### src/core/pvf_defines.vh
// Constants for the output floor, date and phase limit register bank.
// Assumes a command-level PMBus front end outside this bank.
// How it works
// - Date high byte writable, kept nonvolatile; low fixed
// - Floor bounds commanded output, but a request in a floor write cycle is held to the old floor
// - Request below floor becomes the floor
// - Below-floor request warns, never faults
// - Below-floor request sets status byte other
// - Below-floor request sets status word vout
// - Below-floor request asserts the alert line
// - Floor is two bytes, high reserved zero
// - Floor code uses active VID protocol table
// - Limit code 0 is 24A, +3A each
// - Strap gives limit; PMBus write overrides; default 08h
`ifndef PVF_DEFINES_VH
`define PVF_DEFINES_VH

// Command codes of this bank
`define PVF_CMD_DATE        8'h9d
`define PVF_CMD_FLOOR       8'ha4
`define PVF_CMD_LIMIT       8'hd0

// Date register layout
`define PVF_DATE_WR_MSB     15
`define PVF_DATE_WR_LSB     8
`define PVF_DATE_FIXED      8'h01
`define PVF_DATE_WR_RST     8'h00

// Floor register layout and reset
`define PVF_FLOOR_RST       8'h00
`define PVF_FLOOR_HI_FIXED  8'h00

// Phase limit register layout and reset
`define PVF_LIMIT_MSB       3
`define PVF_LIMIT_LSB       0
`define PVF_LIMIT_NVM_RST   4'h8
`define PVF_LIMIT_HI_FIXED  4'h0
`define PVF_LIMIT_AMPS_RST  7'h30

// Threshold mapping in amperes
`define PVF_LIMIT_BASE_A    7'h18
`define PVF_LIMIT_STEP_A    7'h03

`endif

### src/core/pvf_top.v
// Register bank: manufacture date, output floor, per-phase limit.
// Assumes a PMBus front end that hands over decoded commands,
// one per cycle at most, and a VID source for output requests.
`timescale 1ns/1ps
`default_nettype none
`include "pvf_defines.vh"

module pvf_top
(
  input  wire        sys_clk,
  input  wire        rst,
  // Decoded PMBus command port
  input  wire        cmd_valid,
  input  wire        cmd_write,
  input  wire [7:0]  cmd_code,
  input  wire [15:0] cmd_wdata,
  output reg         rsp_valid_r,
  output reg  [15:0] rsp_rdata_r,
  output reg         rsp_unsup_r,
  // Nonvolatile store image
  input  wire        nvm_load,
  input  wire [7:0]  nvm_date_byte,
  input  wire        nvm_limit_valid,
  input  wire [3:0]  nvm_limit_code,
  output reg         nvm_store_r,
  output reg  [7:0]  nvm_store_date_r,
  // VID protocol selection
  input  wire        slew_mode_pin,
  input  wire        protocol_cfg_valid,
  input  wire        protocol_cfg,
  output reg         vid_protocol_r,
  // Output voltage request path
  input  wire        vout_req_valid,
  input  wire [7:0]  vout_req_vid,
  output reg         vout_cmd_valid_r,
  output reg  [7:0]  vout_cmd_vid_r,
  // Status and alert
  input  wire        status_clear,
  output reg         status_other_r,
  output reg         status_vout_r,
  output reg         alert_n_r,
  // Phase limit to the comparator
  input  wire [3:0]  current_limit_strap_pin,
  output reg  [3:0]  phase_current_limit_code_r,
  output reg  [6:0]  phase_limit_amps_r
);

  // Stored fields
  reg  [7:0]  date_writable_byte_r;  // Date high byte image
  reg  [7:0]  output_voltage_floor_r; // Floor VID code

  // Decoded strobes
  wire        wr_date;    // Date write this cycle
  wire        wr_floor;   // Floor write this cycle
  wire        wr_limit;   // Limit write this cycle
  wire        rd_any;     // Read this cycle
  wire        known;      // Code belongs to this bank

  // Clamp results for new requests and for floor raises
  wire [7:0]  req_out_vid; // Request after clamp
  wire        req_below;   // Request under floor
  wire [7:0]  cur_out_vid; // Held command after new floor
  wire        cur_below;   // Held command under new floor

  // Limit selector outputs
  wire [3:0]  lim_code;    // Active limit code
  wire [6:0]  lim_amps;    // Active threshold
  wire        lim_we;      // Override strobe
  wire [3:0]  lim_wcode;   // Override code

  // Next values
  reg  [15:0] rdata_nxt;   // Read data
  reg         warn_nxt;    // Below-floor attempt seen

  // Command decode, shared by read and write paths
  function pvf_hit;
    input [7:0] code;
    input [7:0] want;
    begin
      pvf_hit = (code == want);
    end
  endfunction

  assign known    = pvf_hit(cmd_code, `PVF_CMD_DATE)
                  | pvf_hit(cmd_code, `PVF_CMD_FLOOR)
                  | pvf_hit(cmd_code, `PVF_CMD_LIMIT);
  assign wr_date  = cmd_valid & cmd_write
                  & pvf_hit(cmd_code, `PVF_CMD_DATE);
  assign wr_floor = cmd_valid & cmd_write
                  & pvf_hit(cmd_code, `PVF_CMD_FLOOR);
  assign wr_limit = cmd_valid & cmd_write
                  & pvf_hit(cmd_code, `PVF_CMD_LIMIT);
  assign rd_any   = cmd_valid & ~cmd_write;

  // Clamp of a fresh request against the held floor
  pvf_floor_clamp
  #(
    .VID_W (8)
  )
  u_req_clamp
  (
    .req_vid   (vout_req_vid),
    .floor_vid (output_voltage_floor_r),
    .out_vid   (req_out_vid),
    .below     (req_below)
  );

  // Clamp of the held command against a floor being written
  pvf_floor_clamp
  #(
    .VID_W (8)
  )
  u_cur_clamp
  (
    .req_vid   (vout_cmd_vid_r),
    .floor_vid (cmd_wdata[7:0]),
    .out_vid   (cur_out_vid),
    .below     (cur_below)
  );

  // NVM restore counts as an override of the strap as well
  assign lim_we    = wr_limit | (nvm_load & nvm_limit_valid);
  assign lim_wcode = wr_limit
                   ? cmd_wdata[`PVF_LIMIT_MSB:`PVF_LIMIT_LSB]
                   : nvm_limit_code;

  // Limit source selection and threshold mapping
  pvf_limit_sel u_limit
  (
    .sys_clk    (sys_clk),
    .rst        (rst),
    .strap_code (current_limit_strap_pin),
    .ovr_we     (lim_we),
    .ovr_code   (lim_wcode),
    .code_r     (lim_code),
    .amps_r     (lim_amps)
  );

  // Read mux; fixed and reserved bytes are constants
  always @*
  begin
    rdata_nxt = 16'h0000;
    case (cmd_code)
      `PVF_CMD_DATE:
        rdata_nxt = {date_writable_byte_r,
                     `PVF_DATE_FIXED};
      `PVF_CMD_FLOOR:
        rdata_nxt = {`PVF_FLOOR_HI_FIXED,
                     output_voltage_floor_r};
      `PVF_CMD_LIMIT:
        rdata_nxt = {8'h00, `PVF_LIMIT_HI_FIXED, lim_code};
      default:
        rdata_nxt = 16'h0000;
    endcase
  end

  // A request under the floor is the only warning source here
  always @*
  begin
    warn_nxt = vout_req_valid & req_below;
  end

  // Command answers, one cycle after the command
  always @(posedge sys_clk)
  begin
    if (rst)
    begin
      rsp_valid_r <= 1'b0;
      rsp_rdata_r <= 16'h0000;
      rsp_unsup_r <= 1'b0;
    end
    else
    begin
      rsp_valid_r <= cmd_valid;
      rsp_unsup_r <= cmd_valid & ~known;
      // Hold last data, so a write does not disturb it
      if (rd_any)
        rsp_rdata_r <= rdata_nxt;
    end
  end

  // Date byte: restored from NVM, written by block write
  always @(posedge sys_clk)
  begin
    if (rst)
    begin
      date_writable_byte_r <= `PVF_DATE_WR_RST;
      nvm_store_r          <= 1'b0;
      nvm_store_date_r     <= `PVF_DATE_WR_RST;
    end
    else
    begin
      nvm_store_r <= wr_date;
      // Host write wins over a restore in the same cycle
      if (wr_date)
      begin
        // Low byte is fixed, so its data is dropped
        date_writable_byte_r <=
          cmd_wdata[`PVF_DATE_WR_MSB:`PVF_DATE_WR_LSB];
        nvm_store_date_r     <=
          cmd_wdata[`PVF_DATE_WR_MSB:`PVF_DATE_WR_LSB];
      end
      else if (nvm_load)
        date_writable_byte_r <= nvm_date_byte;
    end
  end

  // Floor register; high byte is never stored
  always @(posedge sys_clk)
  begin
    if (rst)
      output_voltage_floor_r <= `PVF_FLOOR_RST;
    else if (wr_floor)
      output_voltage_floor_r <= cmd_wdata[7:0];
  end

  // Active VID table: config input beats the strap pin while protocol_cfg_valid is high
  always @(posedge sys_clk)
  begin
    if (rst)
      vid_protocol_r <= 1'b0;
    else if (protocol_cfg_valid)
      vid_protocol_r <= protocol_cfg;
    else
      vid_protocol_r <= slew_mode_pin;
  end

  // Commanded VID; a request is clamped to the held floor, even in the cycle a new floor is written
  always @(posedge sys_clk)
  begin
    if (rst)
    begin
      vout_cmd_valid_r <= 1'b0;
      vout_cmd_vid_r   <= `PVF_FLOOR_RST;
    end
    else
    begin
      vout_cmd_valid_r <= 1'b0;
      if (vout_req_valid)
      begin
        // Request compared and clamped in one step
        vout_cmd_vid_r   <= req_out_vid;
        vout_cmd_valid_r <= 1'b1;
      end
      else if (wr_floor & cur_below)
      begin
        // Raised floor pulls a held command up with it
        vout_cmd_vid_r   <= cur_out_vid;
        vout_cmd_valid_r <= 1'b1;
      end
    end
  end

  // Sticky status bits; a new warning beats a clear
  always @(posedge sys_clk)
  begin
    if (rst)
    begin
      status_other_r <= 1'b0;
      status_vout_r  <= 1'b0;
    end
    else
    begin
      if (warn_nxt)
      begin
        status_other_r <= 1'b1;
        status_vout_r  <= 1'b1;
      end
      else if (status_clear)
      begin
        status_other_r <= 1'b0;
        status_vout_r  <= 1'b0;
      end
    end
  end

  // Alert follows the warning; no fault or shutdown output exists
  always @(posedge sys_clk)
  begin
    if (rst)
      alert_n_r <= 1'b1;
    else if (warn_nxt)
      alert_n_r <= 1'b0;
    else if (status_clear)
      alert_n_r <= 1'b1;
  end

  // Limit outputs registered again at the top boundary
  always @(posedge sys_clk)
  begin
    if (rst)
    begin
      phase_current_limit_code_r <= `PVF_LIMIT_NVM_RST;
      phase_limit_amps_r         <= `PVF_LIMIT_AMPS_RST;
    end
    else
    begin
      phase_current_limit_code_r <= lim_code;
      phase_limit_amps_r         <= lim_amps;
    end
  end

endmodule

`default_nettype wire

### src/core/pvf_floor_clamp.v
// Floor comparator and clamp for requested output VID codes.
// Assumes request and floor codes use the same active VID table.
`timescale 1ns/1ps
`default_nettype none

module pvf_floor_clamp
#(
  parameter VID_W = 8
)
(
  input  wire [VID_W-1:0] req_vid,
  input  wire [VID_W-1:0] floor_vid,
  output wire [VID_W-1:0] out_vid,
  output wire             below
);

  // Codes rise with voltage in both tables, so code order is enough
  assign below   = (req_vid < floor_vid);
  // Substitute the floor in the same cycle as the compare
  assign out_vid = below ? floor_vid : req_vid;

endmodule

`default_nettype wire

### src/core/pvf_limit_sel.v
// Per-phase valley limit source selection and amp mapping.
// Assumes strap level is stable around reset release.
`timescale 1ns/1ps
`default_nettype none
`include "pvf_defines.vh"

module pvf_limit_sel
(
  input  wire       sys_clk,
  input  wire       rst,
  input  wire [3:0] strap_code,
  input  wire       ovr_we,
  input  wire [3:0] ovr_code,
  output reg  [3:0] code_r,
  output reg  [6:0] amps_r
);

  reg       strap_pend_r;   // Strap not yet captured
  reg [3:0] code_nxt;       // Next active code

  // Threshold in amperes, linear over all sixteen codes
  function [6:0] pvf_amps;
    input [3:0] c;
    begin
      pvf_amps = `PVF_LIMIT_BASE_A
               + ({3'h0, c} * `PVF_LIMIT_STEP_A);
    end
  endfunction

  // Pick strap once, later override wins
  always @*
  begin
    code_nxt = code_r;
    if (ovr_we)
      code_nxt = ovr_code;
    else if (strap_pend_r)
      code_nxt = strap_code;
  end

  // Strap is caught on the first edge after reset release
  always @(posedge sys_clk)
  begin
    if (rst)
    begin
      strap_pend_r <= 1'b1;
      code_r       <= `PVF_LIMIT_NVM_RST;
      amps_r       <= `PVF_LIMIT_AMPS_RST;
    end
    else
    begin
      strap_pend_r <= 1'b0;
      code_r       <= code_nxt;
      amps_r       <= pvf_amps(code_nxt);
    end
  end

endmodule

`default_nettype wire

### config.mk
export PLATFORM = sky130hd
export DESIGN_NAME = pvf_top
export DESIGN_NICKNAME = d
export VERILOG_FILES = /design/src/core/pvf_top.v /design/src/core/pvf_floor_clamp.v /design/src/core/pvf_limit_sel.v
export VERILOG_INCLUDE_DIRS = /design/src /design/src/core
export SDC_FILE = /design/constraint.sdc
export NUM_CORES = 1
export LEC_CHECK = 0
export CORE_ASPECT_RATIO = 0.9
export CORE_MARGIN = 5
export CORE_UTILIZATION = 40
export CTS_BUF_LIST = sky130_fd_sc_hd__clkbuf_2
export DETAILED_ROUTE_END_ITERATION = 16
export DONT_BUFFER_PORTS = 1
export PLACE_DENSITY = 0.51
export SYNTH_ARGS = -nofsm -noshare
export SYNTH_HDL_FRONTEND = slang
export SYNTH_SLANG_ARGS = --single-unit
### constraint.sdc
create_clock -name sys_clk -period 3.4 [get_ports sys_clk]
set_input_delay 0.17 -clock sys_clk [delete_from_list [all_inputs] [get_ports sys_clk]]
set_output_delay 0.17 -clock sys_clk [all_outputs]
set_load 0.05 [all_outputs]
==> results of run 1 <==
==> cell usage after synthesis <==
library cell,count
and4_1,1
nand4_1,1
a21oi_1,42
nand2_1,42
nor4_1,1
nand4_4,1
a221oi_2,1
nor4b_1,1
nand2b_1,5
mux2_2,16
and4bb_1,1
inv_1,19
buf_2,1
xnor2_1,1
buf_4,2
or2_2,4
nor3_1,5
and4bb_2,1
a211oi_1,9
a21o_1,3
o21ai_0,7
and3_1,4
nor4b_2,1
ha_1,18
nor2_1,45
buf_1,3
mux2i_1,16
mux2i_2,1
and2_1,3
fa_1,1
a311oi_4,1
nor2b_1,18
o21bai_1,2
clkbuf_1,18
a41oi_1,1
a221oi_1,4
dfxtp_1,76
nand3_1,14
==> through the flow <==
| stage | hold slack [ns] | utilization, % | cell area (um^2) | power [W] | std cells |
|---|---|---|---|---|---|
| 4_1_cts | 0.0241 | 49.1 | 4190 | 0.00195 | 552 |
| 5_1_grt | 0.0864 | 49.1 | 4190 | 0.00201 | 552 |
| 3_3_place_gp | 0.206 | 41.7 | 3560 | 0.00122 | 491 |
| 3_5_place_dp | 0.206 | 41.7 | 3560 | 0.00122 | 491 |
| 6_report | 0.0643 | 49.1 | 4190 | 0.00192 | 552 |
| 2_1_floorplan | 0.198 | - | 3460 | 0.00120 | 390 |
==> worst register-to-register path: cells and delay by family, from the launching register on <==
kind	cells	cell delay [ns]
fa+ha+maj	1	0.28
buf+inv	1	0.58
compound gates	3	1.04
mux	1	0.41
simple gates	1	0.25
flops	1	0.53
==> kinds of logic (layout without fill, tap and decap cells) <==
group,after synthesis,in the layout
DFF,76,76
and+or+nand+nor,148,148
muxes,33,33
adders and majority gates,19,19
buffers and inverters,43,86
AOI/OAI and AO/OA,70,70
xor gates and xnor gates,1,1
==> power breakdown <==
part | internal [W] | switching, W | leakage [nW]
sequential | 0.000933 | 0.0000875 | 0.622
clock | 0.000321 | 0.000329 | 0.0925
combinational | 0.000125 | 0.000123 | 0.991
total | 0.00138 | 0.000540 | 1.70
==> per-layer routing <==
layer | vias to the layer above | global-route usage, % | part of all wire [%]
li1 | 1400 | - | -
met1 | 1317 | 22.9 | 45
met2 | 80 | 28.4 | 46
met3 | 11 | 5.95 | 8.1
met4 | 0 | 4.95 | 1.2
met5 | - | 0 | 0
==> state kept, by name, indices dropped and copies added (netlist names) <==
register                    flops
phase_current_limit_code_r      4
nvm_store_date_r                8
date_writable_byte_r            8
vout_cmd_vid_r                  8
alert_n_r                       1
vid_protocol_r                  1
rsp_unsup_r                     1
u_limit.code_r                  3
vout_cmd_valid_r                1
nvm_store_r                     1
status_vout_r                   1
phase_limit_amps_r              6
rsp_valid_r                     1
rsp_rdata_r                    16
output_voltage_floor_r          8
u_limit.strap_pend_r            1
u_limit.amps_r                  7
==> path summary, 6_finish.rpt <==
check,depth (start not counted),from,slack (ns),endpoint
worst max-delay path,7,vout_cmd_vid_r[1],0.29,vout_cmd_vid_r[6]
worst min-delay path,4,nvm_limit_valid,0.06,u_limit.code_r[3]
worst max register to register,7,vout_cmd_vid_r[1],0.29,vout_cmd_vid_r[6]
worst min register to register,1,u_limit.amps_r[2],0.44,phase_limit_amps_r[2]
==> area by class of cell <==
cell class                      instances  area, um^2
Inverter                               19        71.3
Fill cell                             813        4340
Tap cell                              119         149
Timing Repair Buffer                   51         513
Clock inverter                          6         111
Clock buffer                           10        50.0
Multi-Input combinational cell        271        1770
Sequential cell                        76        1520
==> placed cells by master (no fill, tap or decap), types with 2 or more instances in the layout <==
master,netlist,routed
a211oi_1,9,9
a21o_1,3,3
a21oi_1,42,42
a221oi_1,4,4
and2_1,3,3
and3_1,4,4
buf_4,2,6
bufinv_16,0,3
clkbuf_2,0,10
dfxtp_1,76,76
dlygate4sd3_1,0,44
ha_1,18,18
inv_1,19,19
mux2_2,16,16
mux2i_1,16,16
nand2_1,42,42
nand2b_1,5,5
nand3_1,14,14
nor2_1,45,45
nor2b_1,18,18
nor3_1,5,5
o21ai_0,7,7
o21bai_1,2,2
or2_2,4,4
==> impl_results.md, run 1 <==
* Synthesized area at ~0.0035 mm^2
* # port buffers at 0
* Avg Cell Area, Syn at 8.87 um^2
* Worst EP required at 3.89 ns
* Post-DP HPWL at 6.37 mm
* Critical Path End Type: register
* Fraction of layout cells with a size suffix above 1 at a little under an eighth
* Largest family of logic cells by synthesized area: simple AND/OR/NAND/NOR gates
* Final hold violations at 0
* CTS Buffer Depth at 2
* Post-Syn Instances at 390
* CTS sink cnt at 76
* Layout Nets at 506
* Row count at 32
* Distinct cells, synth at 38
* Setup slack after layout at about 0.29 ns
* DR pass1 iterations at 4
* Slowest-stage cell, CP: a311oi_4
* Arrival time worst endpoint at 3.60 ns
* Synth Area in Simple Gates at between 20% and 30%
* Initial DRC count at 123
* CP peak stage delay at around 0.62 ns
* Area grow syn2layout at 20.9%
* Post-route setup TNS at 0 ns
* Post-synth top area cell: dfxtp_1
* Highest clock rate at 0.322 GHz
* Worst slew margin at 30.4%
* Hold crit path type: input port to register
* Register area share after synthesis at 44.0%
* Compound-Gate Fraction of Synth Area at about an eighth
* Inserted Clock Buffers at 9
* Vias in the first global route at 2850
* DIE WIDTH at approximately 110 um
* Largest net degree at the start of global routing at 77
* Wire per inst at between 15 and 20 um
* Die Area at 0.0106 mm^2
* XOR/XNOR Fraction of Synth Area at less than 1%
* PD cells at ~460 mW/mm^2
* DR vias at 2808
* CTS H-Tree Depth at 3
* Die H at 98.2 um
* Fin crit share at 91.4%
* Yosys reg bits at 76
* Setup WS pre-CTS at 0.827 ns
* Peak supply drop at 0.221 mV
* Buf+Inv Stages, Crit Path at 1
* Crit path max-delay family: compound AO/OA/AOI/OAI gates
* Status: completed
* Max_cap viols at 0
* Multiplexer share of the synthesized area at 10.2%
* Post-CTS Hold Fix Bufs at 45
* Startpoint types: register
* Minimum clock period at approximately 3.1 ns
* Kind of critical path: register to register
* Final setup fails at 0
* I/O Pins at 110
* Worst skew pair latency at 0.52 ns
* Final wirelength at 9.20 mm
* Worst-path fanout max at 10
* Adder-cell share of the synthesized area at 7.09%
* Vias/cell at 5.09
* Total track usage at 17.8%
* RD Place Congestion at 0.851
* PostCTS Resize Cnt at 0
* DRC errors left at 0
* Synthesis warning total at 0
* TritonCTS clock tree: done
* Syn nets at 468
* CORE AREA at 0.00853 mm^2
* Post-CTS setup buffers at 0
* First-pass GRT wire length at 14.8 mm
* GR Overflow Total at 0
* Initial Util at 40.6%
* Post-route ant nets at 0
* Initial antenna violation count at 0
* ANT cells at 0
* Cell leakage power at between 1.5 and 2 nW
* Setup skew after layout at 0.0228 ns
* Top post-synthesis cells by area: dfxtp_1, ha_1, a21oi_1
* Clock transition at path regs at 0.22 ns
* Worst slew pin tran at around 1.0 ns
* Crit-path cells: ha_1 -> nor4_1 -> o21ai_0 -> a311oi_4 -> mux2_2 -> a211oi_1 -> dlygate4sd3_1
* Pins Over Slew Limit at 0
* Unrepaired setup endpoints after global routing: false
* Clock Tree Root: clkbuf_2
* Yosys top cell area share at 44.0%
Power figures use the tool's default switching activity.
==> run 2, diff against run 1 <==
CORE_MARGIN = unset   (was 5)
==> run 2 against run 1 <==
Flip-flop and latch count is the same. First-iteration DRC count shrank 17%. Critical path depth grew 1. Fmax grew 4.3%. Sequential share of layout area is essentially flat. Worst hold slack gained 0.0093 ns. Clock skew shrank 0.0016 ns. Count of clock-buffer cells in the layout is the same. Largest power group unchanged. Highest routed layer unchanged.
==> impl_results.md, run 2 (synthesis results as in run 1) <==
* Status: completed
* I/O Pins at 110
* Worst skew pair latency at roughly 0.50 ns
* Row count at 31
* Most frequent cells in the layout: dfxtp_1, nor2_1, dlygate4sd3_1
* Cell leakage power at 1.70 nW
* Die H at 90.2 um
* Startpoint types: register
* Layout Nets at a little over 500
* Initial Util at 42.1%
* Tot Pwr at roughly 0.0018 W
* Crit path max-delay family: compound AO/OA/AOI/OAI gates
* R2r setup slk at 0.42 ns
* Initial DRC count at approximately 100
* Placed inst area at 0.00354 mm^2
* Slowest-stage cell, CP: dlygate4sd3_1
* Crit-path cells: ha_1 -> nor4_1 -> o21ai_0 -> a311oi_4 -> buf_4 -> mux2_2 -> a211oi_1 -> dlygate4sd3_1
* Hold crit path type: input port to register
* Setup skew after layout at 0.0213 ns
* Area grow syn2layout at 20.8%
* Arrival time worst endpoint at 3.44 ns
* PD cells at 442 mW/mm^2
* RR Startpoint: vout_cmd_vid_r[1]
* Max_cap viols at 0
* PostCTS Resize Cnt at 0
* DR vias at 2810
* Peak supply drop at 0.194 mV
* Kind of critical path: register to register
* Setup slack after layout at 0.420 ns
* Minimum clock period at 2.98 ns
* CTS H-Tree Depth at 3
* Hold endpoint: u_limit.code_r[3]
* Hold Startpoint: nvm_limit_valid
* Pins Over Slew Limit at 0
* TritonCTS clock tree: done
* GR Overflow Total at 0
* Cells after DPL at 486
* Clock network fraction of total power at 31.3%
* Internal Power at 0.00130 W
* Post-route ant nets at 0
* Final wirelength at ~8.7 mm
* Largest net degree at the start of global routing at 77
* Hold-critical path depth at 4
* RR Endpoint: vout_cmd_vid_r[5]
* Worst slew pin tran at 0.964 ns
* # port buffers at 0
* Clock transition at path regs at 0.22 ns
* Unrepaired setup endpoints after global routing: false
* Commonest non-fill, non-tap cell in the layout: dfxtp_1
* Combinational group share of total power at 13.3%
* Worst slew margin at 35.7%
* Final setup fails at 0
* DIE WIDTH at 100 um
* First-pass GRT wire length at between 10 and 15 mm
* Sw power at ~0.00054 W
* Vias in the first global route at 2704
* Total track usage at about 20%
* Clock Tree Root: clkbuf_2
* Cell area after layout at approximately 0.0042 mm^2
* Top reg by flops: rsp_rdata_r
* Sw Share at 29.4%
* Post-route setup TNS at 0 ns
* Wire per inst at roughly 16 um
* Worst EP required at 3.86 ns
* CTS sink cnt at 76
* Fin crit share at 87.6%
* DRC errors left at 0
* R2R depth at 8
* Post-DP HPWL at about 5.8 mm
* Vias/cell at just over 5
* Initial antenna violation count at 0
* Layout Cells excl Fill at 551
* Worst-path fanout max at 4
* CORE AREA at 0.00822 mm^2
* Critical Path End Type: register
* Setup WS pre-CTS at 0.708 ns
* CTS Buffer Depth at 2
* Inserted Clock Buffers at 9
* Max reg flops at 16
* Die Area at 0.00903 mm^2
* Highest clock rate at 0.336 GHz
* # fillers at 820
* Sequential share of power at around 55%
* CP peak stage delay at 0.60 ns
* Final hold violations at 0
* Buf+Inv Stages, Crit Path at 2
* Fraction of layout cells with a size suffix above 1 at a little under an eighth
* RD Place Congestion at about 0.79
* DR pass1 iterations at 4
* ANT cells at 0
## run 2: changes by cell type in the layout (fill, tap and decap cells not counted)
cell / before / now
buf_4: 6 / 8
bufinv_16: 3 / 2
clkinv_1: 0 / 1
clkinv_2: 1 / 0
clkinvlp_4: 1 / 2
dlygate4sd3_1: 44 / 45
## run 2: through the flow
| stage | utilization, % | hold WS, ns |
|---|---|---|
| final | 50.9 | 0.0736 |
| after global routing | 50.9 | 0.0541 |
| after CTS | 50.6 | 0.0299 |
| after detailed placement | 43.1 | 0.204 |
| after global placement | 43.1 | 0.205 |
| after floorplan | - | 0.198 |
## run 2: layout make-up
cell class	count	area, um^2	area share [%]
Multi-Input combinational cell	271	1770	42.3
Sequential cell	76	1520	36.4
Timing Repair Buffer	54	538	12.9
Tap cell	115	144	3.44
Clock inverter	6	87.6	2.09
Inverter	19	71.3	1.71
Clock buffer	10	50.0	1.20
## run 2: layer usage
layer  wire [um]  track usage [%]
met1        3910             25.3
met3         615             7.39
met4         112             5.31
met5           0                0
met2        4020             31.9
## run 2: repair_timing
action                                 in CTS  in global routing
buffers inserted                            0                  3
endpoints found under the hold margin      76                  0
hold buffers                               46                  0
setup endpoints to repair                   0                  1
## run 2: power groups by stage
| stage | logic (W) | registers, W | clock network [W] |
|---|---|---|---|
| after detailed placement | 0.000176 | 0.00104 | 0 |
| final | 0.000246 | 0.00102 | 0.000577 |
| after global placement | 0.000174 | 0.00104 | 0 |
| after CTS | 0.000246 | 0.00103 | 0.000601 |
| after floorplan | 0.000156 | 0.00104 | 0 |
| after global routing | 0.000277 | 0.00103 | 0.000639 |
## run 2: worst max-delay path by stage
stage                     cells after the start              start  slack (ns)                end
after detailed placement                     10        cmd_code[3]        0.71  u_limit.amps_r[4]
after floorplan                               6  vout_cmd_vid_r[6]        0.99  vout_cmd_vid_r[1]
after global placement                       10        cmd_code[3]        0.79  u_limit.amps_r[4]
final                                         8  vout_cmd_vid_r[1]        0.42  vout_cmd_vid_r[5]
after CTS                                     7  vout_cmd_vid_r[1]        0.30  vout_cmd_vid_r[6]
after global routing                          8  vout_cmd_vid_r[3]        0.19  vout_cmd_vid_r[5]
## run 2: tightest hold or removal path, delay by kind of cell
family	cells	cell delay, ns
AO/OA/AOI/OAI	1	0.11
multiplexers	1	0.15
AND/OR/NAND/NOR	2	0.13
==> run 3, diff against run 2 <==
HOLD_SLACK_MARGIN = 0.08   (was unset)
RECOVER_POWER = 25   (was unset)
==> run 3 against run 2 <==
Count of clock-buffer cells in the layout unchanged. Non-clock buffer count rose by 1. Design area is essentially flat. Global-route usage up 0.12 points. Worst hold slack gained 0.054 ns. Die area unchanged. Critical endpoint unchanged. Largest cell class unchanged.
==> impl_results.md, run 3 (synthesis results as in run 1) <==
* Worst slew margin at 35.7%
* Row count at 31
* # fillers at 818
* Clock Tree Root: clkbuf_2
* Crit-path cells: clkbuf_1 -> ha_1 -> and3_1 -> a311oi_4 -> buf_4 -> mux2_2 -> a211oi_1 -> dlygate4sd3_1
* Arrival time worst endpoint at 3.50 ns
* CTS Buffer Depth at 2
* Final wirelength at a little under 9 mm
* Largest net degree at the start of global routing at 77
* Final hold violations at 0
* Final setup fails at 0
* First-pass GRT wire length at 13.9 mm
* Sequential share of power at 55.5%
* TritonCTS clock tree: done
* Hold Startpoint: cmd_code[0]
* Initial antenna violation count at 0
* Critical Path End Type: register
* R2R depth at 8
* Slowest-stage cell, CP: dlygate4sd3_1
* CP peak stage delay at approximately 0.60 ns
* Gr busiest metal: met2
* Worst slew pin tran at 0.964 ns
* R2r setup slk at 0.37 ns
* Pins Over Slew Limit at 0
* Met3 Use GR at 7.15%
* Worst-path fanout max at 4
* DRC errors left at 0
* Initial DRC count at around 110
* Met2 track demand over resource at 32.3%
* Top reg by flops: rsp_rdata_r
* RD Place Congestion at 0.791
* M1 GR Usage at between 20% and 30%
* DR vias at 2795
* Status: completed
* Unrepaired setup endpoints after global routing: false
* Total track usage at 20.1%
* Max reg flops at 16
* Combinational group share of total power at 13.3%
* Fraction of layout cells with a size suffix above 1 at 10.8%
* Cells after DPL at 486
* Die Area at 0.00903 mm^2
* PD cells at 441 mW/mm^2
* Worst EP required at 3.87 ns
* Most frequent cells in the layout: dfxtp_1, dlygate4sd3_1, nor2_1
* Minimum clock period at 3.03 ns
* Worst skew pair latency at 0.51 ns
* Wire per inst at between 15 and 20 um
* Die H at 90.2 um
* Vias/cell at just over 5
* Startpoint types: register
* CTS H-Tree Depth at 3
* Area grow syn2layout at 20.9%
* Clock network fraction of total power at 31.2%
* Layout Nets at about 500
* Layout Cells excl Fill at 552
* Commonest non-fill, non-tap cell in the layout: dfxtp_1
* Sw Share at 29.4%
* Hold endpoint: output_voltage_floor_r[7]
* GR Overflow Total at 0
* Setup WS pre-CTS at 0.708 ns
* # port buffers at 0
* Post-route setup TNS at 0 ns
* Cell leakage power at 1.70 nW
* I/O Pins at 110
* Post-DP HPWL at 5.81 mm
* RR Startpoint: vout_cmd_vid_r[5]
* DIE WIDTH at 100 um
* ANT cells at 0
* Hold-critical path depth at 4
* Hold crit path type: input port to register
* Kind of critical path: register to register
* Vias in the first global route at 2718
* Inserted Clock Buffers at 9
* Max_cap viols at 0
* Initial Util at 42.1%
* Post-route ant nets at 0
* RR Endpoint: vout_cmd_vid_r[5]
* Highest clock rate at 0.330 GHz
* CTS sink cnt at 76
* DR pass1 iterations at 4
* CORE AREA at 0.00822 mm^2
* Hold slack at 0.128 ns
* Sw power at 0.000543 W
* Setup skew after layout at 0.0227 ns
* Internal Power at 0.00130 W
* Clock transition at path regs at 0.22 ns
* Peak supply drop at 0.197 mV
* Setup slack after layout at 0.369 ns
* Fin crit share at roughly 90%
-- run 3: changes by cell type in the layout (fill, tap and decap cells not counted), sizes merged --
cell	previous run	this run
clkbuf	10	12
dlygate4sd3	45	46
buf	9	7
-- run 3: worst max path at each step --
stage                                 start                 to  cells after the start
after floorplan           vout_cmd_vid_r[6]  vout_cmd_vid_r[1]                      6
after global placement          cmd_code[3]  u_limit.amps_r[4]                     10
after detailed placement        cmd_code[3]  u_limit.amps_r[4]                     10
after CTS                 vout_cmd_vid_r[1]  vout_cmd_vid_r[6]                      7
after global routing      vout_cmd_vid_r[3]  vout_cmd_vid_r[5]                      8
final                     vout_cmd_vid_r[5]  vout_cmd_vid_r[5]                      8
-- run 3: per-stage QoR --
stage | area [um^2] | total power, W | util (%)
2_1_floorplan | 3460 | 0.00120 | -
3_3_place_gp | 3540 | 0.00122 | 43.1
4_1_cts | 4170 | 0.00187 | 50.7
3_5_place_dp | 3540 | 0.00122 | 43.1
5_1_grt | 4180 | 0.00195 | 50.9
6_report | 4180 | 0.00185 | 50.9
-- run 3: timing repair --
item | CTS | global route
hold buffers | 47 | 0
setup buffers | 0 | 3
resized for setup | 0 | 0
endpoints found under the setup margin | 0 | 1
endpoints found under the hold margin | 76 | 0
-- run 3: cell type report --
class / instances / area (um^2) / area share (%)
flip-flops and latches: 76 / 1520 / 36.4
repair buffers: 55 / 541 / 12.9
inverters: 19 / 71.3 / 1.70
multi-input cells: 271 / 1770 / 42.3
well taps: 115 / 144 / 3.44
clock buffers: 10 / 50.0 / 1.20
clock inverters: 6 / 87.6 / 2.09
-- run 3: worst max-delay path, delay by kind of cell (launching register included) --
kind / cells / cell delay (ns)
muxes: 1 / 0.32
AOI/OAI and AO/OA: 2 / 0.50
adders and majority gates: 1 / 0.36
DFF: 1 / 0.35
buffers and inverters: 3 / 1.30
and+or+nand+nor: 1 / 0.17
-- run 3: power by group through the flow --
stage	Combinational, W	Clock, W	Sequential (W)
floorplan	0.000156	0	0.00104
global placement	0.000174	0	0.00104
detailed placement	0.000176	0	0.00104
CTS	0.000247	0.000601	0.00103
global route	0.000277	0.000640	0.00103
finish	0.000245	0.000577	0.00102
-- run 3: per-layer routing --
metal / vias to the layer above / wire length (um)
met5: - / 0
met4: 0 / 87
met3: 8 / 608
met2: 80 / 4060
met1: 1295 / 3910
li1: 1412 / -
